--- src/hw/gpps_defines.svh ---
// Register offsets, field positions and constants of the sensing I/O port
`ifndef GPPS_DEFINES_SVH
`define GPPS_DEFINES_SVH

// ==========================================
// Register byte addresses
`define GPPS_DIR 8'h00
`define GPPS_DIRSET 8'h04
`define GPPS_DIRCLR 8'h08
`define GPPS_DIRTGL 8'h0C
`define GPPS_OUT 8'h10
`define GPPS_OUTSET 8'h14
`define GPPS_OUTCLR 8'h18
`define GPPS_OUTTGL 8'h1C
`define GPPS_IN 8'h20
`define GPPS_INTCTRL 8'h24
`define GPPS_INT0MASK 8'h28
`define GPPS_INT1MASK 8'h2C
`define GPPS_INTFLAGS 8'h30
`define GPPS_MPCMASK 8'h34
`define GPPS_FUNCTRL 8'h38
`define GPPS_PINCTRL0 8'h40
`define GPPS_PINCTRL7 8'h5C
// Bit-accessible alias window
`define GPPS_VDIR 8'h80
`define GPPS_VOUT 8'h84
`define GPPS_VIN 8'h88
`define GPPS_VINTFLAGS 8'h8C

// ==========================================
// Pin control fields
`define GPPS_PC_SENSE 1:0
`define GPPS_PC_OPC 4:2
`define GPPS_PC_INV 5
`define GPPS_PC_W 6
// Function control fields
`define GPPS_FUN_CLK_EN 0
`define GPPS_FUN_CLK_PIN 3:1
`define GPPS_FUN_EV_EN 4
`define GPPS_FUN_EV_PIN 7:5
// Interrupt control fields
`define GPPS_ICTL_LVL0 1:0
`define GPPS_ICTL_LVL1 3:2

// ==========================================
// Interrupt vectors, word addresses
`define GPPS_PORT_C_VECTOR_BASE 12'h004
`define GPPS_INT0_VEC_OFS 12'h000
`define GPPS_INT1_VEC_OFS 12'h002

`endif

--- src/hw/gpps_pkg.sv ---
// Types shared by the sensing I/O port
`default_nettype none

package gpps_pkg;
    // Input sense configuration
    typedef enum logic [1:0] {
        GPPS_SENSE_BOTH = 2'h0,
        GPPS_SENSE_RISE = 2'h1,
        GPPS_SENSE_FALL = 2'h2,
        GPPS_SENSE_LOW = 2'h3
    } gpps_sense_e;

    // Output driver configuration
    typedef enum logic [2:0] {
        GPPS_OPC_TOTEM = 3'h0,
        GPPS_OPC_KEEPER = 3'h1,
        GPPS_OPC_PULLDOWN = 3'h2,
        GPPS_OPC_PULLUP = 3'h3,
        GPPS_OPC_WOR = 3'h4,
        GPPS_OPC_WOR_PD = 3'h5,
        GPPS_OPC_WAND = 3'h6,
        GPPS_OPC_WAND_PU = 3'h7
    } gpps_opc_e;
endpackage

`default_nettype wire

--- src/hw/gpps_sense.sv ---
// Per-pin input synchroniser, inversion and edge/level sensing
`default_nettype none

module gpps_sense (
    // Clock and reset
    input wire logic clk,
    input wire logic rst,
    // Pin and configuration
    input wire logic pin_raw,
    input wire logic invert,
    input wire logic [1:0] sense,
    input wire logic clk_en,
    // Results
    output logic pin_val,
    output logic pin_sync,
    output logic hit,
    output logic wake
);
    typedef struct packed {
        logic s1;
        logic s2;
        logic prev;
        logic wake;
    } gpps_sense_s;

    gpps_sense_s q, d;
    logic cond;

    // ==========================================
    // Sensing
    always_comb begin
        d = q;
        d.s1 = pin_raw;
        d.s2 = q.s1;
        pin_sync = q.s2;
        pin_val = q.s2 ^ invert;
        d.prev = pin_val;
        case (gpps_pkg::gpps_sense_e'(sense))
            gpps_pkg::GPPS_SENSE_BOTH: cond = pin_val != q.prev;
            gpps_pkg::GPPS_SENSE_RISE: cond = pin_val && !q.prev;
            gpps_pkg::GPPS_SENSE_FALL: cond = !pin_val && q.prev;
            default: cond = !pin_val;
        endcase
        // Port clock running: detections go to flags and events
        hit = clk_en && cond;
        // Port clock stopped: any sense condition raises wake-up
        d.wake = !clk_en && (cond || q.wake);
        wake = q.wake;
    end

    always_ff @(posedge clk) begin
        if (rst) begin
            q <= '0;
        end else begin
            q <= d;
        end
    end
endmodule

`default_nettype wire

--- src/hw/gpps_port.sv ---
// Eight-pin general-purpose I/O port with sensing and an APB register slave
`include "gpps_defines.svh"
`default_nettype none

module gpps_port #(
    parameter int NPINS = 8
) (
    // Clock and reset
    input wire logic CLOCK,
    input wire logic RST,
    // APB slave
    input wire logic PSEL,
    input wire logic PENABLE,
    input wire logic PWRITE,
    input wire logic [7:0] PADDR,
    input wire logic [31:0] PWDATA,
    output logic [31:0] PRDATA,
    output logic PREADY,
    output logic PSLVERR,
    // Port pins
    input wire logic [NPINS-1:0] PORT_PIN_IN,
    output logic [NPINS-1:0] PORT_PIN_OUT,
    output logic [NPINS-1:0] PORT_PIN_OE_N,
    output logic [NPINS-1:0] PORT_PIN_PULL_UP,
    output logic [NPINS-1:0] PORT_PIN_PULL_DOWN,
    // Alternate functions and internal sources
    input wire logic [NPINS-1:0] ALT_EN,
    input wire logic [NPINS-1:0] ALT_OUT,
    input wire logic [NPINS-1:0] ALT_OE,
    input wire logic CLK_OUT_LEVEL,
    input wire logic EVCH7_LEVEL,
    input wire logic PORT_CLK_EN,
    // Interrupts, events and wake-up
    output logic INT0_REQ,
    output logic INT1_REQ,
    output logic [1:0] INT0_LEVEL,
    output logic [1:0] INT1_LEVEL,
    output logic [11:0] INT0_VECTOR,
    output logic [11:0] INT1_VECTOR,
    output logic [NPINS-1:0] SENSE_EVENT,
    output logic WAKE_REQ
);
    typedef struct packed {
        logic [NPINS-1:0] dir;
        logic [NPINS-1:0] out;
        logic [NPINS-1:0] in;
        logic [NPINS-1:0] m0;
        logic [NPINS-1:0] m1;
        logic [NPINS-1:0] mpc;
        logic [NPINS-1:0] keep;
        logic [NPINS-1:0] evt;
        logic [NPINS-1:0] pin_out;
        logic [NPINS-1:0] pin_oe_n;
        logic [NPINS-1:0] pu;
        logic [NPINS-1:0] pd;
        logic [NPINS-1:0][`GPPS_PC_W-1:0] pc;
        logic [1:0] flags;
        logic [3:0] ictl;
        logic [7:0] fun;
        logic int0;
        logic int1;
        logic wake;
        logic pready;
        logic pslverr;
        logic [31:0] prdata;
        logic [11:0] vec0;
        logic [11:0] vec1;
    } gpps_port_s;

    gpps_port_s q, d;

    logic [NPINS-1:0] pin_val;
    logic [NPINS-1:0] pin_sync;
    logic [NPINS-1:0] hit;
    logic [NPINS-1:0] wk;

    // ==========================================
    // Per-pin input path
    for (genvar g = 0; g < NPINS; g++) begin : g_pin
        gpps_sense u_sense (
            .clk(CLOCK),
            .rst(RST),
            .pin_raw(PORT_PIN_IN[g]),
            .invert(q.pc[g][`GPPS_PC_INV]),
            .sense(q.pc[g][`GPPS_PC_SENSE]),
            .clk_en(PORT_CLK_EN),
            .pin_val(pin_val[g]),
            .pin_sync(pin_sync[g]),
            .hit(hit[g]),
            .wake(wk[g])
        );
    end

    // ==========================================
    // Registers, interrupts and pin drivers
    logic setup;
    logic wr;
    logic [7:0] wd;
    logic [7:0] rv;
    logic [1:0] clr;
    logic [1:0] set;
    logic v;
    logic oe;
    logic drive;
    logic [2:0] pidx;

    always_comb begin
        d = q;
        rv = 8'h00;
        clr = 2'h0;
        v = 1'b0;
        oe = 1'b0;
        drive = 1'b0;
        setup = PSEL && !PENABLE;
        wr = PSEL && PENABLE && q.pready && PWRITE;
        wd = PWDATA[7:0];
        pidx = PADDR[4:2];
        d.pready = setup;
        d.pslverr = 1'b0;
        d.in = pin_val;
        d.evt = hit;

        // Read data is latched in the setup cycle, so every access is zero-wait
        if (setup) begin
            d.pslverr = 1'b0;
            if (PADDR == `GPPS_DIR || PADDR == `GPPS_VDIR) begin
                rv = q.dir;
            end else if (PADDR == `GPPS_OUT || PADDR == `GPPS_VOUT) begin
                rv = q.out;
            end else if (PADDR == `GPPS_IN || PADDR == `GPPS_VIN) begin
                rv = q.in;
            end else if (PADDR == `GPPS_INTFLAGS || PADDR == `GPPS_VINTFLAGS) begin
                rv = {6'h00, q.flags};
            end else if (PADDR == `GPPS_DIRSET || PADDR == `GPPS_DIRCLR
                         || PADDR == `GPPS_DIRTGL) begin
                rv = q.dir;
            end else if (PADDR == `GPPS_OUTSET || PADDR == `GPPS_OUTCLR
                         || PADDR == `GPPS_OUTTGL) begin
                rv = q.out;
            end else if (PADDR == `GPPS_INTCTRL) begin
                rv = {4'h0, q.ictl};
            end else if (PADDR == `GPPS_INT0MASK) begin
                rv = q.m0;
            end else if (PADDR == `GPPS_INT1MASK) begin
                rv = q.m1;
            end else if (PADDR == `GPPS_MPCMASK) begin
                rv = q.mpc;
            end else if (PADDR == `GPPS_FUNCTRL) begin
                rv = q.fun;
            end else if (PADDR >= `GPPS_PINCTRL0 && PADDR <= `GPPS_PINCTRL7
                         && PADDR[1:0] == 2'h0) begin
                rv = {2'h0, q.pc[pidx]};
            end else begin
                d.pslverr = 1'b1;
            end
            d.prdata = {24'h000000, rv};
        end

        // Writes take effect at the completing access edge
        if (wr) begin
            if (PADDR == `GPPS_DIR || PADDR == `GPPS_VDIR) begin
                d.dir = wd;
            end else if (PADDR == `GPPS_DIRSET) begin
                d.dir = q.dir | wd;
            end else if (PADDR == `GPPS_DIRCLR) begin
                d.dir = q.dir & ~wd;
            end else if (PADDR == `GPPS_DIRTGL) begin
                d.dir = q.dir ^ wd;
            end else if (PADDR == `GPPS_OUT || PADDR == `GPPS_VOUT) begin
                d.out = wd;
            end else if (PADDR == `GPPS_OUTSET) begin
                d.out = q.out | wd;
            end else if (PADDR == `GPPS_OUTCLR) begin
                d.out = q.out & ~wd;
            end else if (PADDR == `GPPS_OUTTGL) begin
                d.out = q.out ^ wd;
            end else if (PADDR == `GPPS_INTFLAGS || PADDR == `GPPS_VINTFLAGS) begin
                clr = PWDATA[1:0];
            end else if (PADDR == `GPPS_INTCTRL) begin
                d.ictl = PWDATA[3:0];
            end else if (PADDR == `GPPS_INT0MASK) begin
                d.m0 = wd;
            end else if (PADDR == `GPPS_INT1MASK) begin
                d.m1 = wd;
            end else if (PADDR == `GPPS_MPCMASK) begin
                d.mpc = wd;
            end else if (PADDR == `GPPS_FUNCTRL) begin
                d.fun = wd;
            end else if (PADDR >= `GPPS_PINCTRL0 && PADDR <= `GPPS_PINCTRL7
                         && PADDR[1:0] == 2'h0) begin
                // A pending multi-pin mask redirects the write to every masked pin
                if (q.mpc != '0) begin
                    for (int i = 0; i < NPINS; i++) begin
                        if (q.mpc[i]) begin
                            d.pc[i] = PWDATA[`GPPS_PC_W-1:0];
                        end
                    end
                    d.mpc = '0;
                end else begin
                    d.pc[pidx] = PWDATA[`GPPS_PC_W-1:0];
                end
            end
        end

        // Interrupt flags: a detection in the clearing cycle wins
        set = {|(hit & q.m1), |(hit & q.m0)};
        d.flags = (q.flags & ~clr) | set;
        d.int0 = q.flags[0] && q.ictl[`GPPS_ICTL_LVL0] != 2'h0;
        d.int1 = q.flags[1] && q.ictl[`GPPS_ICTL_LVL1] != 2'h0;
        d.vec0 = `GPPS_PORT_C_VECTOR_BASE + `GPPS_INT0_VEC_OFS;
        d.vec1 = `GPPS_PORT_C_VECTOR_BASE + `GPPS_INT1_VEC_OFS;
        d.wake = |wk;

        // Output drivers
        for (int i = 0; i < NPINS; i++) begin
            v = q.out[i];
            oe = q.dir[i];
            if (q.fun[`GPPS_FUN_CLK_EN] && q.fun[`GPPS_FUN_CLK_PIN] == 3'(i)) begin
                v = CLK_OUT_LEVEL;
            end
            if (q.fun[`GPPS_FUN_EV_EN] && q.fun[`GPPS_FUN_EV_PIN] == 3'(i)) begin
                v = EVCH7_LEVEL;
            end
            if (ALT_EN[i]) begin
                v = ALT_OUT[i];
                oe = ALT_OE[i];
            end
            v = v ^ q.pc[i][`GPPS_PC_INV];
            d.pu[i] = 1'b0;
            d.pd[i] = 1'b0;
            case (gpps_pkg::gpps_opc_e'(q.pc[i][`GPPS_PC_OPC]))
                gpps_pkg::GPPS_OPC_TOTEM: begin
                    drive = oe;
                end
                gpps_pkg::GPPS_OPC_KEEPER: begin
                    drive = oe;
                    d.pu[i] = !drive && q.keep[i];
                    d.pd[i] = !drive && !q.keep[i];
                end
                gpps_pkg::GPPS_OPC_PULLDOWN: begin
                    drive = oe;
                    d.pd[i] = !drive;
                end
                gpps_pkg::GPPS_OPC_PULLUP: begin
                    drive = oe;
                    d.pu[i] = !drive;
                end
                gpps_pkg::GPPS_OPC_WOR: begin
                    drive = oe && v;
                end
                gpps_pkg::GPPS_OPC_WOR_PD: begin
                    drive = oe && v;
                    d.pd[i] = !drive;
                end
                gpps_pkg::GPPS_OPC_WAND: begin
                    drive = oe && !v;
                end
                default: begin
                    drive = oe && !v;
                    d.pu[i] = !drive;
                end
            endcase
            // Keeper follows the driven level, else the level seen on the pin
            d.keep[i] = drive ? v : pin_sync[i];
            d.pin_out[i] = v;
            d.pin_oe_n[i] = !drive;
        end
    end

    always_ff @(posedge CLOCK) begin
        if (RST) begin
            q <= '0;
            q.pin_oe_n <= '1;
            q.vec0 <= `GPPS_PORT_C_VECTOR_BASE + `GPPS_INT0_VEC_OFS;
            q.vec1 <= `GPPS_PORT_C_VECTOR_BASE + `GPPS_INT1_VEC_OFS;
        end else begin
            q <= d;
        end
    end

    // ==========================================
    // Outputs
    assign PRDATA = q.prdata;
    assign PREADY = q.pready;
    assign PSLVERR = q.pslverr;
    assign PORT_PIN_OUT = q.pin_out;
    assign PORT_PIN_OE_N = q.pin_oe_n;
    assign PORT_PIN_PULL_UP = q.pu;
    assign PORT_PIN_PULL_DOWN = q.pd;
    assign INT0_REQ = q.int0;
    assign INT1_REQ = q.int1;
    assign INT0_LEVEL = q.ictl[`GPPS_ICTL_LVL0];
    assign INT1_LEVEL = q.ictl[`GPPS_ICTL_LVL1];
    assign INT0_VECTOR = q.vec0;
    assign INT1_VECTOR = q.vec1;
    assign SENSE_EVENT = q.evt;
    assign WAKE_REQ = q.wake;
endmodule

`default_nettype wire

--- config.mk ---
export PLATFORM = sky130hd
export DESIGN_NAME = gpps_port
export DESIGN_NICKNAME = d
export VERILOG_FILES = /design/src/hw/gpps_pkg.sv /design/src/hw/gpps_sense.sv /design/src/hw/gpps_port.sv
export VERILOG_INCLUDE_DIRS = /design/src /design/src/hw
export SDC_FILE = /design/constraint.sdc
export NUM_CORES = 1
export LEC_CHECK = 0
export ABC_AREA = 1
export BUFFER_PORTS_ARGS = -buffer_cell sky130_fd_sc_hd__buf_2
export CAP_MARGIN = 20
export CORE_MARGIN = 2
export CORE_UTILIZATION = 40
export CTS_BUF_LIST = sky130_fd_sc_hd__clkbuf_8
export CTS_CLUSTER_SIZE = 16
export DETAILED_ROUTE_END_ITERATION = 8
export SYNTH_ARGS = -nofsm -noshare
export SYNTH_HDL_FRONTEND = slang
export SYNTH_SLANG_ARGS = --single-unit
--- constraint.sdc ---
create_clock -name CLOCK -period 3.5 [get_ports CLOCK]
set_input_delay 0.175 -clock CLOCK [delete_from_list [all_inputs] [get_ports CLOCK]]
set_output_delay 0.175 -clock CLOCK [all_outputs]
set_load 0.01 [all_outputs]
==> results.md, run 1 <==
Status:
- The flow ran to the end, and the final reports show no timing, DRC or antenna violations.

Global routing:
- The routing usage on met3 is 0.03708.
- The wire length of the first global-routing pass is around 54,000 microns.
- The final global-route overflow total is 0.
- The initial antenna violation count is 0.
- The most utilized layer in the global route result is met2.
- In the global route stage, overall resource usage came out at 0.2438.
- The via count of the first global-routing pass is between 9,000 and 10,000.
- The largest net degree at the start of global routing is 70.
- The met2 routing resource usage after global routing is 0.3901.
- The met1 layer usage reported by global route is 0.3385.

Min path:
- In this run the most critical hold path is launched from PORT_CLK_EN.
- The number of cells traversed by the worst hold path is 3.
- The path class of the tightest hold or removal check is input pin to flop.
- The end point of the most critical hold path is SENSE_EVENT[1].

Clock network:
- The clock input transition at the sequential cells of the worst setup and hold paths is between 0.1 and 0.15 ns.
- Clock tree synthesis found a total of between 150 and 200 sinks.
- The H-tree was split into 4 levels.
- The later-pin clock latency in the skew report is 0.50 ns.
- The root buffer cell chosen for the clock tree is sky130_fd_sc_hd__clkbuf_8.
- The longest clock path from root to sink contains 2 buffers.
- The TritonCTS clock tree is done.
- Once the clock tree was built, the setup fixing pass inserted 0 buffers.
- The TritonCTS buffer count is 17.

Synthesis:
- Counting flops with a built-in enable in the synthesized netlist gives 0.
- For this run, the register share of the synthesized area comes to 0.3457.
- Synthesis inferred 195 register bits.
- In the synthesized netlist the dominant register cell turns out to be sky130_fd_sc_hd__dfxtp_1.
- After synthesis, the mean cell area works out to 6.910 sq um.
- The fraction of registers with async set or reset after synthesis is 0.
- The compound-gate portion of the synthesized area is 0.2006.
- The area of the mapped netlist is roughly 0.011 sq mm.
- The number of different library cells in the post-synthesis netlist is 46.
- The proportion of synthesized area in mux cells is 0.
- Of the total synthesized cell area, the portion taken by XOR and XNOR cells is 0.01474.
- The count of warnings emitted by yosys is 0.
- The post-synthesis instance total is 1,634.
- The post-synthesis share of cell area spent on full adders, half adders and majority gates is 0.05319.
- The synthesized-area fraction occupied by and/or/nand/nor cells is 0.2189.
- The largest family of logic cells by synthesized area is simple AND/OR/NAND/NOR gates.

Detailed routing:
- The residual antenna-violating net count after detailed routing is 0.
- After detailed routing, the average wire length per cell comes to approximately 17 microns.
- The iteration count of the initial detailed-routing pass is 5.
- The routed layout has ~11,000 vias.
- After detailed routing, the number of vias per cell comes to ~5.
- For this run, design rule violations remaining after detail routing come to 0.
- The number of DRC violations after detailed-routing iteration 0 is roughly 1,000.
- Summed over all layers, the routed wires come to approximately 35,000 microns.

Setup path:
- The startpoint-to-endpoint class of the critical path is flop to flop.
- The setup check on the worst reg-to-reg path leaves a slack of around 1.0 ns.
- Along the worst path, the maximum fanout reaches 4.
- STA classifies the critical path startpoint as a flop.
- The capturing element type of the critical path is a flop.
- The endpoint of the lowest-slack register-to-register path is q[167].
- The worst endpoint data arrival time is 2.83 ns.
- The launching point of the worst reg2reg path is q[64].
- Counting cells, the worst reg-to-reg path comes to 14.
- The endpoint required time on the critical path is roughly 3.9 ns.

Pwr:
- Of the total power, combinational logic draws 0.106.
- The relative contribution of the clock network to total power is 0.350.
- Of the total power, the share spent switching nets is 0.3029.
- Internal power comes to about 2.9 mW.
- The part of the power in registers is 0.545.
- The power per cell area is between 300 and 400 mW/mm^2.
- The total power consumption of the routed design is 4.165 mW.
- The net switching power of the design is around 1.3 mW.
- The leakage power is roughly 5.4 nW.
- VDD sags by at most ~0.00019 V.

STA:
- The number of max-slew violations in the final report is 0.
- Setup repair after global routing left no endpoint under its margin.
- The number of hold-slack violations in the final timing report is 0.
- The worst slew margin relative to its limit is 0.2570.
- The time the worst path needs with I/O delays and setup is about 2.5 ns.
- The clock arrives with between 0.02 and 0.025 ns of skew.
- Adding up every negative setup slack in the final design gives 0 ns.
- Static timing analysis puts the maximum clock frequency at 0.4052 GHz.
- The share of the cycle needed by the critical path after routing is 0.7051.
- Setup violations remaining at the end of the flow were counted as 0.
- The actual transition at the worst max-transition pin is about 1.1 ns.

Cells and area:
- The final-stage net count is 1,803.
- The commonest non-fill, non-tap cell in the layout is sky130_fd_sc_hd__nand2_1.
- From synthesis to final layout, the design area changed by 6.837%.
- The count of antenna diodes in the layout is 0.
- The share of cells above drive strength 1 is 0.1157.
- In the layout the commonest cells are sky130_fd_sc_hd__nand2_1, sky130_fd_sc_hd__inv_1, sky130_fd_sc_hd__dfxtp_1, sky130_fd_sc_hd__a21oi_1, sky130_fd_sc_hd__o21ai_0.

Die:
- Row generation in the floorplan step produced just over 60 rows.
- The horizontal extent of the die is between 150 and 200 microns.
- The I/O pin total is between 150 and 200.
- The starting density of the core is 0.4064.
- The vertical extent of the die is ~170 microns.
- After floorplanning, the core was sized to cover roughly 0.028 sq mm.
- The die covers about 0.030 sq mm.

Placement:
- Input and output buffers added on the ports amount to approximately 110.
- The detailed placer's ending HPWL is 26,570 microns.
- The final estimated routing congestion in global placement is around 0.93.

Job:
- The tool flagged a number of max-cap violations equal to 0.
power groups by stage:
stage               sequential [mW]  combinational, mW  clock [mW]
floorplan                      2.31              0.323           0
finish                         2.27              0.441        1.46
CTS                            2.27              0.439        1.50
global route                   2.27              0.496        1.58
global placement               2.32              0.426           0
detailed placement             2.32              0.431           0
cell usage after synthesis, types with 3 or more instances:
master | n | area [sq um]
sky130_fd_sc_hd__nand2_1 | 320 | 1201
sky130_fd_sc_hd__inv_1 | 222 | 833.3
sky130_fd_sc_hd__dfxtp_1 | 195 | 3904
sky130_fd_sc_hd__a21oi_1 | 156 | 780.8
sky130_fd_sc_hd__o21ai_0 | 148 | 740.7
sky130_fd_sc_hd__nor2_1 | 132 | 495.5
sky130_fd_sc_hd__buf_4 | 104 | 780.8
sky130_fd_sc_hd__nand3_1 | 70 | 350.3
sky130_fd_sc_hd__ha_1 | 48 | 600.6
sky130_fd_sc_hd__clkbuf_1 | 41 | 153.9
sky130_fd_sc_hd__a211oi_1 | 34 | 255.2
sky130_fd_sc_hd__nand4_1 | 26 | 162.7
sky130_fd_sc_hd__xor2_1 | 15 | 131.4
sky130_fd_sc_hd__o22ai_1 | 13 | 81.33
sky130_fd_sc_hd__buf_2 | 12 | 60.06
sky130_fd_sc_hd__o211ai_1 | 11 | 82.58
sky130_fd_sc_hd__a22oi_1 | 8 | 60.06
sky130_fd_sc_hd__a221oi_1 | 7 | 61.31
sky130_fd_sc_hd__or2_2 | 7 | 43.79
sky130_fd_sc_hd__a211oi_2 | 6 | 75.07
sky130_fd_sc_hd__nor2_2 | 5 | 31.28
sky130_fd_sc_hd__nor3_1 | 5 | 25.02
sky130_fd_sc_hd__a31oi_1 | 4 | 25.02
sky130_fd_sc_hd__inv_2 | 4 | 15.01
sky130_fd_sc_hd__nand2_2 | 4 | 25.02
sky130_fd_sc_hd__xnor2_1 | 4 | 35.03
sky130_fd_sc_hd__clkinv_1 | 3 | 11.26
sky130_fd_sc_hd__nor2_4 | 3 | 33.78
sky130_fd_sc_hd__nor4_1 | 3 | 18.77
sky130_fd_sc_hd__o31ai_1 | 3 | 22.52
registers in the layout, summed over array words and instances (netlist names), 2 cells and up:
name,flops
q,113
PORT_PIN_OE_N,8
PORT_PIN_OUT,8
PORT_PIN_PULL_DOWN,8
PORT_PIN_PULL_UP,8
PRDATA,8
SENSE_EVENT,8
g_pin.u_sense.d,8
g_pin.u_sense.pin_sync,8
g_pin.u_sense.wake,8
INT0_LEVEL,2
INT1_LEVEL,2
layout make-up:
class                   instances  area, sq um
inverters                     229        859.6
multi-input cells            1097         5683
well taps                     378        473.0
clock buffers                  17        234.0
clock inverters                13        141.4
flip-flops and latches        195         3904
repair buffers                135        768.2
fillers                      2974        15720
worst max-delay path, stage by stage, from the launching register on:
cell and delay [ns]:
sky130_fd_sc_hd__dfxtp_1 0.44, sky130_fd_sc_hd__nand2_1 0.11, sky130_fd_sc_hd__inv_1 0.12, sky130_fd_sc_hd__nand2_1 0.08, sky130_fd_sc_hd__o21ai_0 0.15, sky130_fd_sc_hd__a21oi_1 0.05, sky130_fd_sc_hd__o21ai_0 0.51, sky130_fd_sc_hd__xor2_1 0.35
sky130_fd_sc_hd__inv_1 0.13, sky130_fd_sc_hd__nand2_1 0.07, sky130_fd_sc_hd__nand3_1 0.10, sky130_fd_sc_hd__nand2_1 0.08, sky130_fd_sc_hd__nand2_1 0.05, sky130_fd_sc_hd__nand2_1 0.05, sky130_fd_sc_hd__nor2_1 0.03
routing by layer:
metal  share of wire  vias up
li1                -     5255
met1            0.47     4862
met2            0.45      352
met3           0.064       43
met4           0.023        0
met5               0        -
what timing repair did:
| action | 4_1_cts | 5_1_grt |
|---|---|---|
| resized for setup | 0 | 0 |
| hold buffers | 8 | 0 |
| hold endpoints to repair | 8 | 0 |
kinds of logic (layout without fill, tap and decap cells):
kind of cell / Yosys count / in the layout
AND/OR/NAND/NOR: 583 / 583
AO/OA/AOI/OAI: 399 / 399
buffers and inverters: 388 / 394
flip-flops: 195 / 195
adder cells (fa/ha/maj): 48 / 48
XOR/XNOR: 19 / 19
other: 2 / 48
through the flow:
stage,util,cells,area (sq um),worst slack [ns],hold slack [ns]
floorplan,-,1680,11460,1.700,0.2820
global placement,0.4178,2026,11610,0.7926,0.3836
detailed placement,0.4178,2026,11610,0.7507,0.3811
CTS,0.4342,2064,12060,1.044,0.01534
global route,0.4342,2064,12060,0.7595,0.03656
finish,0.4342,2064,12060,1.032,0.04036
how the worst max path moves through the flow:
| stage | to | start | cells past startpoint | slack, ns |
|---|---|---|---|---|
| floorplan | q[95] | PADDR[0] | 13 | 1.70 |
| global placement | PRDATA[7] | PADDR[2] | 17 | 0.79 |
| detailed placement | PRDATA[7] | PADDR[2] | 17 | 0.75 |
| CTS | q[167] | q[64] | 14 | 1.04 |
| global route | q[88] | q[178] | 7 | 0.76 |
| finish | q[167] | q[64] | 14 | 1.03 |
No activity file was read; power rests on OpenSTA's default activity.
==> run 2: changes to the inputs <==
==> constraint.sdc (replaced) <==
create_clock -name CLOCK -period 2.05 [get_ports CLOCK]
set_input_delay 0.1025 -clock CLOCK [delete_from_list [all_inputs] [get_ports CLOCK]]
set_output_delay 0.1025 -clock CLOCK [all_outputs]
set_load 0.01 [all_outputs]
==> results.md, run 2 (same netlist as run 1, synthesis figures left out) <==
STA:
- The total negative setup slack came to 0 ns (unchanged).
- RSZ-0062 raised after global routing: yes (was no).
- The number of max-slew violations in the final report is 0 (unchanged).
- The worst setup slack after layout is 0.09026 ns (was 1.032 ns).
- The worst slew margin relative to its limit came to 0.4124 (was 0.2570).
- The actual transition at the worst max-transition pin came to 0.8756 ns (was 1.103 ns).
- The number of hold-slack violations in the final timing report is 0 (unchanged).
- The maximum achievable frequency is 0.5103 GHz (was 0.4052 GHz).
- The final count of negative-setup-slack endpoints is 0 (unchanged).
- The final hold slack is 0.02227 ns (was 0.04036 ns).
- The share of the cycle needed by the critical path after routing is 0.9560 (was 0.7051).
- The clock tree skew after final layout was 0.02120 ns (was 0.02031 ns).
- The time the worst path needs with I/O delays and setup is 1.960 ns (was 2.468 ns).

Pwr:
- The total power consumption of the routed design is 7.400 mW (was 4.165 mW).
- The combinational fraction of design power is 0.119 (was 0.106).
- The power per cell area is 555.3 mW/mm^2 (was 345.2 mW/mm^2).
- The maximum ir drop on the vdd rail was 0.0003586 V (was 0.0001915 V).
- The part of the power in registers is 0.523 (was 0.545).
- The switching share of power is 0.2948 (was 0.3029).
- The relative contribution of the clock network to total power came to 0.358 (was 0.350).
- The net switching power of the design was 2.182 mW (was 1.261 mW).
- The internal cell power is 5.218 mW (was 2.903 mW).
- The leakage power is 6.078 nW (was 5.426 nW).

Clock network:
- The later-pin clock latency in the skew report was 0.50 ns (about the same).
- The TritonCTS clock tree is done (unchanged).
- The maximum level of the CTS H-tree was 4 (unchanged).
- The clock tree buffer depth came to 2 (unchanged).
- The cell at the root of the clock tree is sky130_fd_sc_hd__clkbuf_8 (unchanged).
- The TritonCTS buffer count came to 17 (unchanged).
- The clock input transition at the sequential cells of the worst setup and hold paths is 0.11 ns (was 0.12 ns).
- The clock sink total is 195 (unchanged).

Global routing:
- The wire length of the first global-routing pass was 53,820 microns (was 54,500 microns).
- The largest net degree at the start of global routing is 99 (was 70).
- The initial antenna violation count is 1 (was 0).
- The global routing usage summed across all routing layers is 0.2401 (was 0.2438).
- The via count of the first global-routing pass came to 9,614 (was 9,628).
- The final global-route overflow total came to 0 (unchanged).

Setup path:
- The number of buffer and inverter stages on the critical path was 5 (was 2).
- The endpoint of the lowest-slack register-to-register path is q[73] (was q[167]).
- Cell Chain, Critical Path: xnor2_4 > buf_6 > buf_4 > ha_1 > a21oi_1 > o21ai_1 > and2_4 > inv_1 > nor2_2 > inv_2 > o21ai_0 > nor2_1 > nand3_1 > nand2_1 > inv_1 (was nand2_1 > inv_1 > nand2_1 > o21ai_0 > a21oi_1 > o21ai_0 > xor2_1 > inv_1 > nand2_1 > nand3_1 > nand2_1 > nand2_1 > nand2_1 > nor2_1).
- The endpoint required time on the critical path was 2.45 ns (was 3.87 ns).
- The worst endpoint data arrival time is 2.36 ns (was 2.83 ns).
- The family of cells with the greatest summed delay on the critical path is simple AND/OR/NAND/NOR gates (was compound AO/OA/AOI/OAI gates).
- The launching point of the worst reg2reg path is g_pin[6].u_sense.pin_sync (was q[64]).
- The most frequent cell on the critical path was sky130_fd_sc_hd__inv_1 (was sky130_fd_sc_hd__nand2_1).
- The kind of start point of the critical path was a flop (unchanged).
- The largest fanout on the critical path is 3 (was 4).
- The capturing element type of the critical path is a flop (unchanged).
- The depth of the worst register-to-register path is 15 (was 14).
- The worst reg-to-reg setup slack is 0.09 ns (was 1.03 ns).
- The startpoint-to-endpoint class of the critical path is flop to flop (unchanged).
- The maximum cell stage delay along the critical path is 0.38 ns (was 0.51 ns).
- The number of stages on the worst setup path is 15 (was 14).
- The master of the slowest instance on the critical path is sky130_fd_sc_hd__dfxtp_4 (was sky130_fd_sc_hd__o21ai_0).

Die:
- The horizontal extent of the die is 172.0 microns (unchanged).
- The vertical extent of the die was 172.0 microns (unchanged).
- The number of rows created at floorplan is 61 (unchanged).
- The floorplan die area was 0.02959 sq mm (unchanged).
- The placeable core area is 0.02778 sq mm (unchanged).
- The starting density of the core came to 0.4064 (unchanged).
- The I/O pin total came to 185 (unchanged).

Job:
- The max capacitance violation total came to 0 (unchanged).

Cells and area:
- The share of cells above drive strength 1 is 0.2039 (was 0.1157).
- The filler cell count in the final layout is 2,870 (was 2,974).
- The area growth from synthesis to layout is 18.03% (was 6.837%).
- Most used cells in the layout excluding fill and tap cells: sky130_fd_sc_hd__nand2_1, sky130_fd_sc_hd__inv_1, sky130_fd_sc_hd__dfxtp_1, sky130_fd_sc_hd__a21oi_1, sky130_fd_sc_hd__o21ai_0 (unchanged).
- The register bank with the most flops is q (unchanged).
- The number of flip-flops under the largest register name is 113 (unchanged).
- The final-stage net count is 1,920 (was 1,803).
- The final standard cell area without fillers came to 0.01333 sq mm (was 0.01206 sq mm).
- The commonest non-fill, non-tap cell in the layout is sky130_fd_sc_hd__nand2_1 (unchanged).

Detailed routing:
- The iteration count of the initial detailed-routing pass is 5 (unchanged).
- The detailed-route wire length was 35,530 microns (was 35,270 microns).
- The total via count in the routed design is 10,920 (was 10,510).
- The final routed wire length divided by cell count is 16.27 microns (was 17.09 microns).
- The residual antenna-violating net count after detailed routing came to 0 (unchanged).
- The number of DRC violations after detailed-routing iteration 0 is 1,015 (was 1,048).
- The DRC violation count after routing is 0 (unchanged).
- The average via count per standard cell is 5.000 (was 5.093).

Placement:
- The count of input and output buffers is 112 (unchanged).
- The post-place setup slack came to -0.02880 ns (was 0.7507 ns).
- The detailed placer's ending HPWL is 27,090 microns (was 26,570 microns).
- The final estimated routing congestion in global placement was 0.9794 (was 0.9317).
- The post-detailed-placement cell area came to 0.01247 sq mm (was 0.01161 sq mm).

Min path:
- The end point of the most critical hold path is q[178] (was SENSE_EVENT[1]).
- The number of cells traversed by the worst hold path came to 3 (unchanged).
- The path category of the worst min-delay check is input pin to flop (unchanged).
- The startpoint of the tightest hold check path is PWDATA[7] (was PORT_CLK_EN).

Status:
- Outcome: completed (unchanged).
## run 2: cell types whose count changed in the layout (fill, tap and decap cells not counted), moves of 10 or more
cell,previous run,this run
sky130_fd_sc_hd__dfxtp_2,0,15
sky130_fd_sc_hd__xor2_2,0,10
sky130_fd_sc_hd__buf_4,15,121
sky130_fd_sc_hd__o21ai_1,1,15
sky130_fd_sc_hd__dfxtp_1,195,176
sky130_fd_sc_hd__o21ai_0,148,134
sky130_fd_sc_hd__xor2_1,15,4
## run 2: cell type report
class	count	area (sq um)	share of cell area
Clock buffer	18	247.7	0.01859
Inverter	229	859.6	0.06450
Sequential cell	195	3938	0.2955
Antenna cell	1	2.502	0.0001878
Tap cell	378	473.0	0.03549
Clock inverter	14	170.2	0.01277
Timing Repair Buffer	252	1735	0.1302
Multi-Input combinational cell	1097	5901	0.4428
## run 2: power groups by stage
stage	Clock [mW]	Sequential, mW	Combinational [mW]
2_1_floorplan	0	3.95	0.551
3_3_place_gp	0	3.95	0.818
3_5_place_dp	0	3.96	0.823
4_1_cts	2.72	3.87	0.846
5_1_grt	2.87	3.87	0.974
6_report	2.65	3.87	0.881
## run 2: through the flow
step / std cells / util
floorplan: 1680 / -
global placement: 2131 / 0.4489
detailed placement: 2131 / 0.4489
CTS: 2175 / 0.4691
global route: 2184 / 0.4797
finish: 2184 / 0.4797
## run 2: worst max path at each step
stage	startpoint	slack, ns	to
global placement	PADDR[3]	-0.005	q[213]
CTS	q[104]	0.0003	q[73]
detailed placement	q[61]	-0.03	q[167]
finish	g_pin[6].u_sense.pin_sync	0.09	q[73]
global route	q[63]	-0.04	q[169]
floorplan	PREADY	0.29	q[95]
## run 2: tightest hold or removal path, stage by stage
cell	delay [ns]
sky130_fd_sc_hd__buf_2	0.17
sky130_fd_sc_hd__a21oi_1	0.14
sky130_fd_sc_hd__a211oi_1	0.05
## run 2: repair_timing
item | CTS | global route
hold buffers | 12 | 0
endpoints found under the hold margin | 16 | 0
resized for setup | 3 | 79
setup endpoints to repair | 2 | 49
gates cloned | 0 | 0
setup buffers | 0 | 8
pin swaps | 0 | 17
## run 2: routing by layer
| metal | GRT usage | wire length [microns] | up-vias |
|---|---|---|---|
| met1 | 0.3398 | 16770 | 5022 |
| li1 | - | - | 5485 |
| met2 | 0.3814 | 15790 | 368 |
| met3 | 0.03067 | 2146 | 44 |
| met4 | 0.07198 | 824 | 0 |
| met5 | 0 | 0 | - |
==> run 3: changes to the inputs <==
--- a/config.mk
+++ b/config.mk
@@ -12,8 +12,10 @@
 export CORE_MARGIN = 2
 export CORE_UTILIZATION = 40
 export CTS_BUF_LIST = sky130_fd_sc_hd__clkbuf_8
-export CTS_CLUSTER_SIZE = 16
+export CTS_CLUSTER_DIAMETER = 30
+export CTS_CLUSTER_SIZE = 12
 export DETAILED_ROUTE_END_ITERATION = 8
 export SYNTH_ARGS = -nofsm -noshare
 export SYNTH_HDL_FRONTEND = slang
+export SYNTH_HIERARCHICAL = 1
 export SYNTH_SLANG_ARGS = --single-unit
==> results.md, run 3 <==
Setup path:
- The kind of start point of the critical path is a flop (unchanged).
- The largest fanout on the critical path is 6 (was 3).
- The startpoint-to-endpoint class of the critical path is flop to flop (unchanged).
- The capturing element type of the critical path is a flop (unchanged).
- The worst endpoint data arrival time is 2.42 ns (was 2.36 ns).
- The depth of the worst register-to-register path is 15 (unchanged).
- The endpoint required time on the critical path is 2.53 ns (was 2.45 ns).

STA:
- The share of the cycle needed by the critical path after routing came to 0.9495 (was 0.9560).
- The actual transition at the worst max-transition pin came to 0.6853 ns (was 0.8756 ns).
- The maximum achievable frequency was 0.5138 GHz (was 0.5103 GHz).
- The worst setup slack after layout is 0.1036 ns (was 0.09026 ns).
- The final hold slack was 0.05176 ns (was 0.02227 ns).
- RSZ-0062 raised after global routing: yes (unchanged).
- The final count of negative-setup-slack endpoints was 0 (unchanged).
- The clock tree skew after final layout came to 0.03727 ns (was 0.02120 ns).
- The time the worst path needs with I/O delays and setup is 1.946 ns (was 1.960 ns).
- The number of max-slew violations in the final report is 0 (unchanged).
- The number of hold-slack violations in the final timing report is 0 (unchanged).
- The worst slew margin relative to its limit is 0.5432 (was 0.4124).

Cells and area:
- Most used cells in the layout excluding fill and tap cells: sky130_fd_sc_hd__nand2_1, sky130_fd_sc_hd__inv_1, sky130_fd_sc_hd__dfxtp_1, sky130_fd_sc_hd__nor2_1, sky130_fd_sc_hd__a21oi_1 (was sky130_fd_sc_hd__nand2_1, sky130_fd_sc_hd__inv_1, sky130_fd_sc_hd__dfxtp_1, sky130_fd_sc_hd__a21oi_1, sky130_fd_sc_hd__o21ai_0).
- The number of flip-flops under the largest register name is 114 (was 113).
- The area used by sequential logic in the layout was 0.004083 sq mm (was 0.003938 sq mm).
- The register bank with the most flops is q (unchanged).
- The final-stage net count is 2,084 (was 1,920).
- The count of antenna diodes in the layout was 0 (was 1).
- The share of cells above drive strength 1 is 0.2130 (was 0.2039).
- The commonest non-fill, non-tap cell in the layout is sky130_fd_sc_hd__nand2_1 (unchanged).
- The filler cell count in the final layout is 3,012 (was 2,870).
- The area growth from synthesis to layout is 21.06% (was 18.03%).
- The final standard cell area without fillers came to 0.01477 sq mm (was 0.01333 sq mm).
- The multi-input logic area was 0.006286 sq mm (was 0.005901 sq mm).

Synthesis:
- The biggest area consumer among synthesized cells is sky130_fd_sc_hd__dfxtp_1 (unchanged).
- The number of different library cells in the post-synthesis netlist came to 46 (unchanged).
- Most numerous cell types in the synthesized netlist: sky130_fd_sc_hd__nand2_1, sky130_fd_sc_hd__inv_1, sky130_fd_sc_hd__dfxtp_1, sky130_fd_sc_hd__nor2_1, sky130_fd_sc_hd__a21oi_1 (was sky130_fd_sc_hd__nand2_1, sky130_fd_sc_hd__inv_1, sky130_fd_sc_hd__dfxtp_1, sky130_fd_sc_hd__a21oi_1, sky130_fd_sc_hd__o21ai_0).
- The count of warnings emitted by yosys is 6 (was 0).
- The area of the mapped netlist was 0.01220 sq mm (was 0.01129 sq mm).
- The most used flip-flop cell after synthesis was sky130_fd_sc_hd__dfxtp_1 (unchanged).
- The post-synthesis instance total was 1,785 (was 1,634).
- The average cell area after synthesis came to 6.836 sq um (was 6.910 sq um).
- The most repeated cell in the gate-level netlist after synthesis is sky130_fd_sc_hd__nand2_1 (unchanged).
- The area share of the largest cell type after synthesis was 0.3330 (was 0.3457).
- The fraction of registers with async set or reset after synthesis was 0 (unchanged).
- The count of flip-flops with a built-in enable after synthesis came to 0 (unchanged).
- The sequential cell area fraction in the yosys report is 0.3330 (was 0.3457).
- Leading post-synthesis cells by cell area: sky130_fd_sc_hd__dfxtp_1, sky130_fd_sc_hd__nand2_1, sky130_fd_sc_hd__inv_1 (unchanged).
- The register bit count reported by yosys is 203 (was 195).

Clock network:
- The number of buffers inserted to repair setup after CTS is 0 (unchanged).
- The cell at the root of the clock tree is sky130_fd_sc_hd__clkbuf_8 (unchanged).
- The clock tree buffer depth came to 3 (was 2).
- The TritonCTS buffer count was 56 (was 17).
- The later-pin clock latency in the skew report came to 0.60 ns (was 0.50 ns).
- The maximum level of the CTS H-tree was 2 (was 4).
- The TritonCTS clock tree is done (unchanged).
- The clock sink total came to 203 (was 195).
- The clock input transition at the sequential cells of the worst setup and hold paths is 0.05 ns (was 0.11 ns).

Detailed routing:
- The detailed-route wire length is 38,340 microns (was 35,530 microns).
- The DRC violation count after routing is 0 (unchanged).
- The iteration count of the initial detailed-routing pass is 6 (was 5).
- The residual antenna-violating net count after detailed routing is 0 (unchanged).
- The number of DRC violations after detailed-routing iteration 0 is 1,013 (was 1,015).
- The total via count in the routed design is 11,870 (was 10,920).
- The final routed wire length divided by cell count was 16.04 microns (was 16.27 microns).
- The average via count per standard cell is 4.967 (was 5.000).

Die:
- The floorplan die area came to 0.03192 sq mm (was 0.02959 sq mm).
- The I/O pin total was 185 (unchanged).
- The horizontal extent of the die came to 178.7 microns (was 172.0 microns).
- The placeable core area was 0.02987 sq mm (was 0.02778 sq mm).
- The starting density of the core is 0.4085 (was 0.4064).
- The vertical extent of the die is 178.7 microns (was 172.0 microns).
- The number of rows created at floorplan came to 63 (was 61).

Pwr:
- The switching share of power was 0.2576 (was 0.2948).
- The relative contribution of the clock network to total power was 0.545 (was 0.358).
- The leakage power is 6.967 nW (was 6.078 nW).
- The internal cell power is 8.095 mW (was 5.218 mW).
- The power per cell area is 738.0 mW/mm^2 (was 555.3 mW/mm^2).
- The net switching power of the design is 2.808 mW (was 2.182 mW).
- The combinational fraction of design power was 0.084 (was 0.119).
- The maximum ir drop on the vdd rail is 0.0003591 V (was 0.0003586 V).
- The part of the power in registers is 0.371 (was 0.523).

Global routing:
- The initial antenna violation count is 0 (was 1).
- The wire length of the first global-routing pass is 58,530 microns (was 53,820 microns).
- The final global-route overflow total is 0 (unchanged).
- The via count of the first global-routing pass came to 10,650 (was 9,614).
- The largest net degree at the start of global routing came to 73 (was 99).
- The global routing usage summed across all routing layers is 0.2373 (was 0.2401).

Placement:
- The post-place setup slack is -0.01352 ns (was -0.02880 ns).
- The count of input and output buffers was 112 (unchanged).
- The post-detailed-placement cell area came to 0.01318 sq mm (was 0.01247 sq mm).
- The final estimated routing congestion in global placement is 0.9675 (was 0.9794).
- The detailed placer's ending HPWL is 28,590 microns (was 27,090 microns).

Job:
- The max capacitance violation total is 0 (unchanged).

Status:
- Outcome: completed (unchanged).

Min path:
- The path category of the worst min-delay check is input pin to flop (unchanged).
- The number of cells traversed by the worst hold path came to 6 (was 3).
run 3: cell count changes in the layout (fill, tap and decap cells not counted), sizes merged, moves of 10 or more:
cell | previous run | this run
inv | 232 | 292
a21oi | 157 | 117
o21ai | 150 | 92
buf | 240 | 203
o211ai | 12 | 22
clkinv | 9 | 22
nand2 | 326 | 419
a211oi | 40 | 55
nand3 | 70 | 110
clkbuf | 18 | 64
dlygate4sd3 | 12 | 24
nor2 | 141 | 172
run 3: stage by stage:
stage / TNS (ns) / power [mW] / util / instances
after floorplan: 0 / 4.706 / - / 1831
after global placement: -0.05138 / 4.979 / 0.4410 / 2264
after detailed placement: -0.01352 / 4.989 / 0.4410 / 2264
after CTS: 0 / 11.01 / 0.4914 / 2390
after global routing: -0.06127 / 11.36 / 0.4945 / 2390
final: 0 / 10.90 / 0.4945 / 2390
run 3: layout make-up:
class,instances,area share
repair buffers,227,0.1074
clock inverters,38,0.02575
multi-input cells,1184,0.4255
clock buffers,64,0.05963
inverters,284,0.07233
well taps,390,0.03303
flip-flops and latches,203,0.2764
run 3: per-layer routing:
metal | GRT usage | share of wire | wire length, microns | up-vias
met2 | 0.3682 | 0.43 | 16630 | 429
met3 | 0.04156 | 0.071 | 2724 | 64
met5 | 0 | 0 | 0 | -
met1 | 0.3355 | 0.47 | 17950 | 5447
li1 | - | - | - | 5931
met4 | 0.07046 | 0.027 | 1031 | 0
run 3: cell families (layout without fill, tap and decap cells):
family / after synthesis / count (layout) / share of synthesized area
buffers and inverters: 444 / 613 / 0.1724
adders and majority gates: 48 / 48 / 0.04922
other: 2 / 48 / 0.0006154
AOI/OAI and AO/OA: 331 / 331 / 0.1727
xor gates and xnor gates: 11 / 11 / 0.007895
and+or+nand+nor: 746 / 746 / 0.2642
DFF: 203 / 203 / 0.3330
run 3: power by group through the flow:
stage / Sequential [mW] / Clock [mW] / Combinational [mW]
4_1_cts: 4.05 / 6.07 / 0.901
2_1_floorplan: 4.12 / 0 / 0.588
6_report: 4.05 / 5.94 / 0.918
5_1_grt: 4.05 / 6.30 / 1.01
3_5_place_dp: 4.13 / 0 / 0.862
3_3_place_gp: 4.13 / 0 / 0.854
run 3: worst paths after layout:
kind,from,end,slack [ns]
max,q[67],q[168],0.10
min,ALT_OUT[6],PORT_PIN_OUT[6],0.05
max reg2reg,q[67],q[168],0.10
min reg2reg,g_pin[2].u_sense/d[2],g_pin[2].u_sense/pin_sync,0.39
run 3: repair_timing:
item,CTS,global route
hold buffers,24,0
endpoints found under the hold margin,41,0
pin swaps,0,4
gates resized for setup,1,32
endpoints found under the setup margin,1,12
run 3: worst max-delay path, stage by stage, from the launching register on:
cell	delay [ns]
sky130_fd_sc_hd__dfxtp_1	0.31
sky130_fd_sc_hd__inv_1	0.21
sky130_fd_sc_hd__nand2_1	0.08
sky130_fd_sc_hd__nor2_1	0.18
sky130_fd_sc_hd__a21oi_1	0.07
sky130_fd_sc_hd__nand2_1	0.08
sky130_fd_sc_hd__nand3_1	0.06
sky130_fd_sc_hd__nand2_1	0.15
sky130_fd_sc_hd__xor2_1	0.24
sky130_fd_sc_hd__inv_1	0.11
sky130_fd_sc_hd__nand2_1	0.07
sky130_fd_sc_hd__nand3_1	0.06
sky130_fd_sc_hd__nand2_1	0.07
sky130_fd_sc_hd__inv_1	0.05
sky130_fd_sc_hd__nand2_1	0.05
sky130_fd_sc_hd__nand2_1	0.04
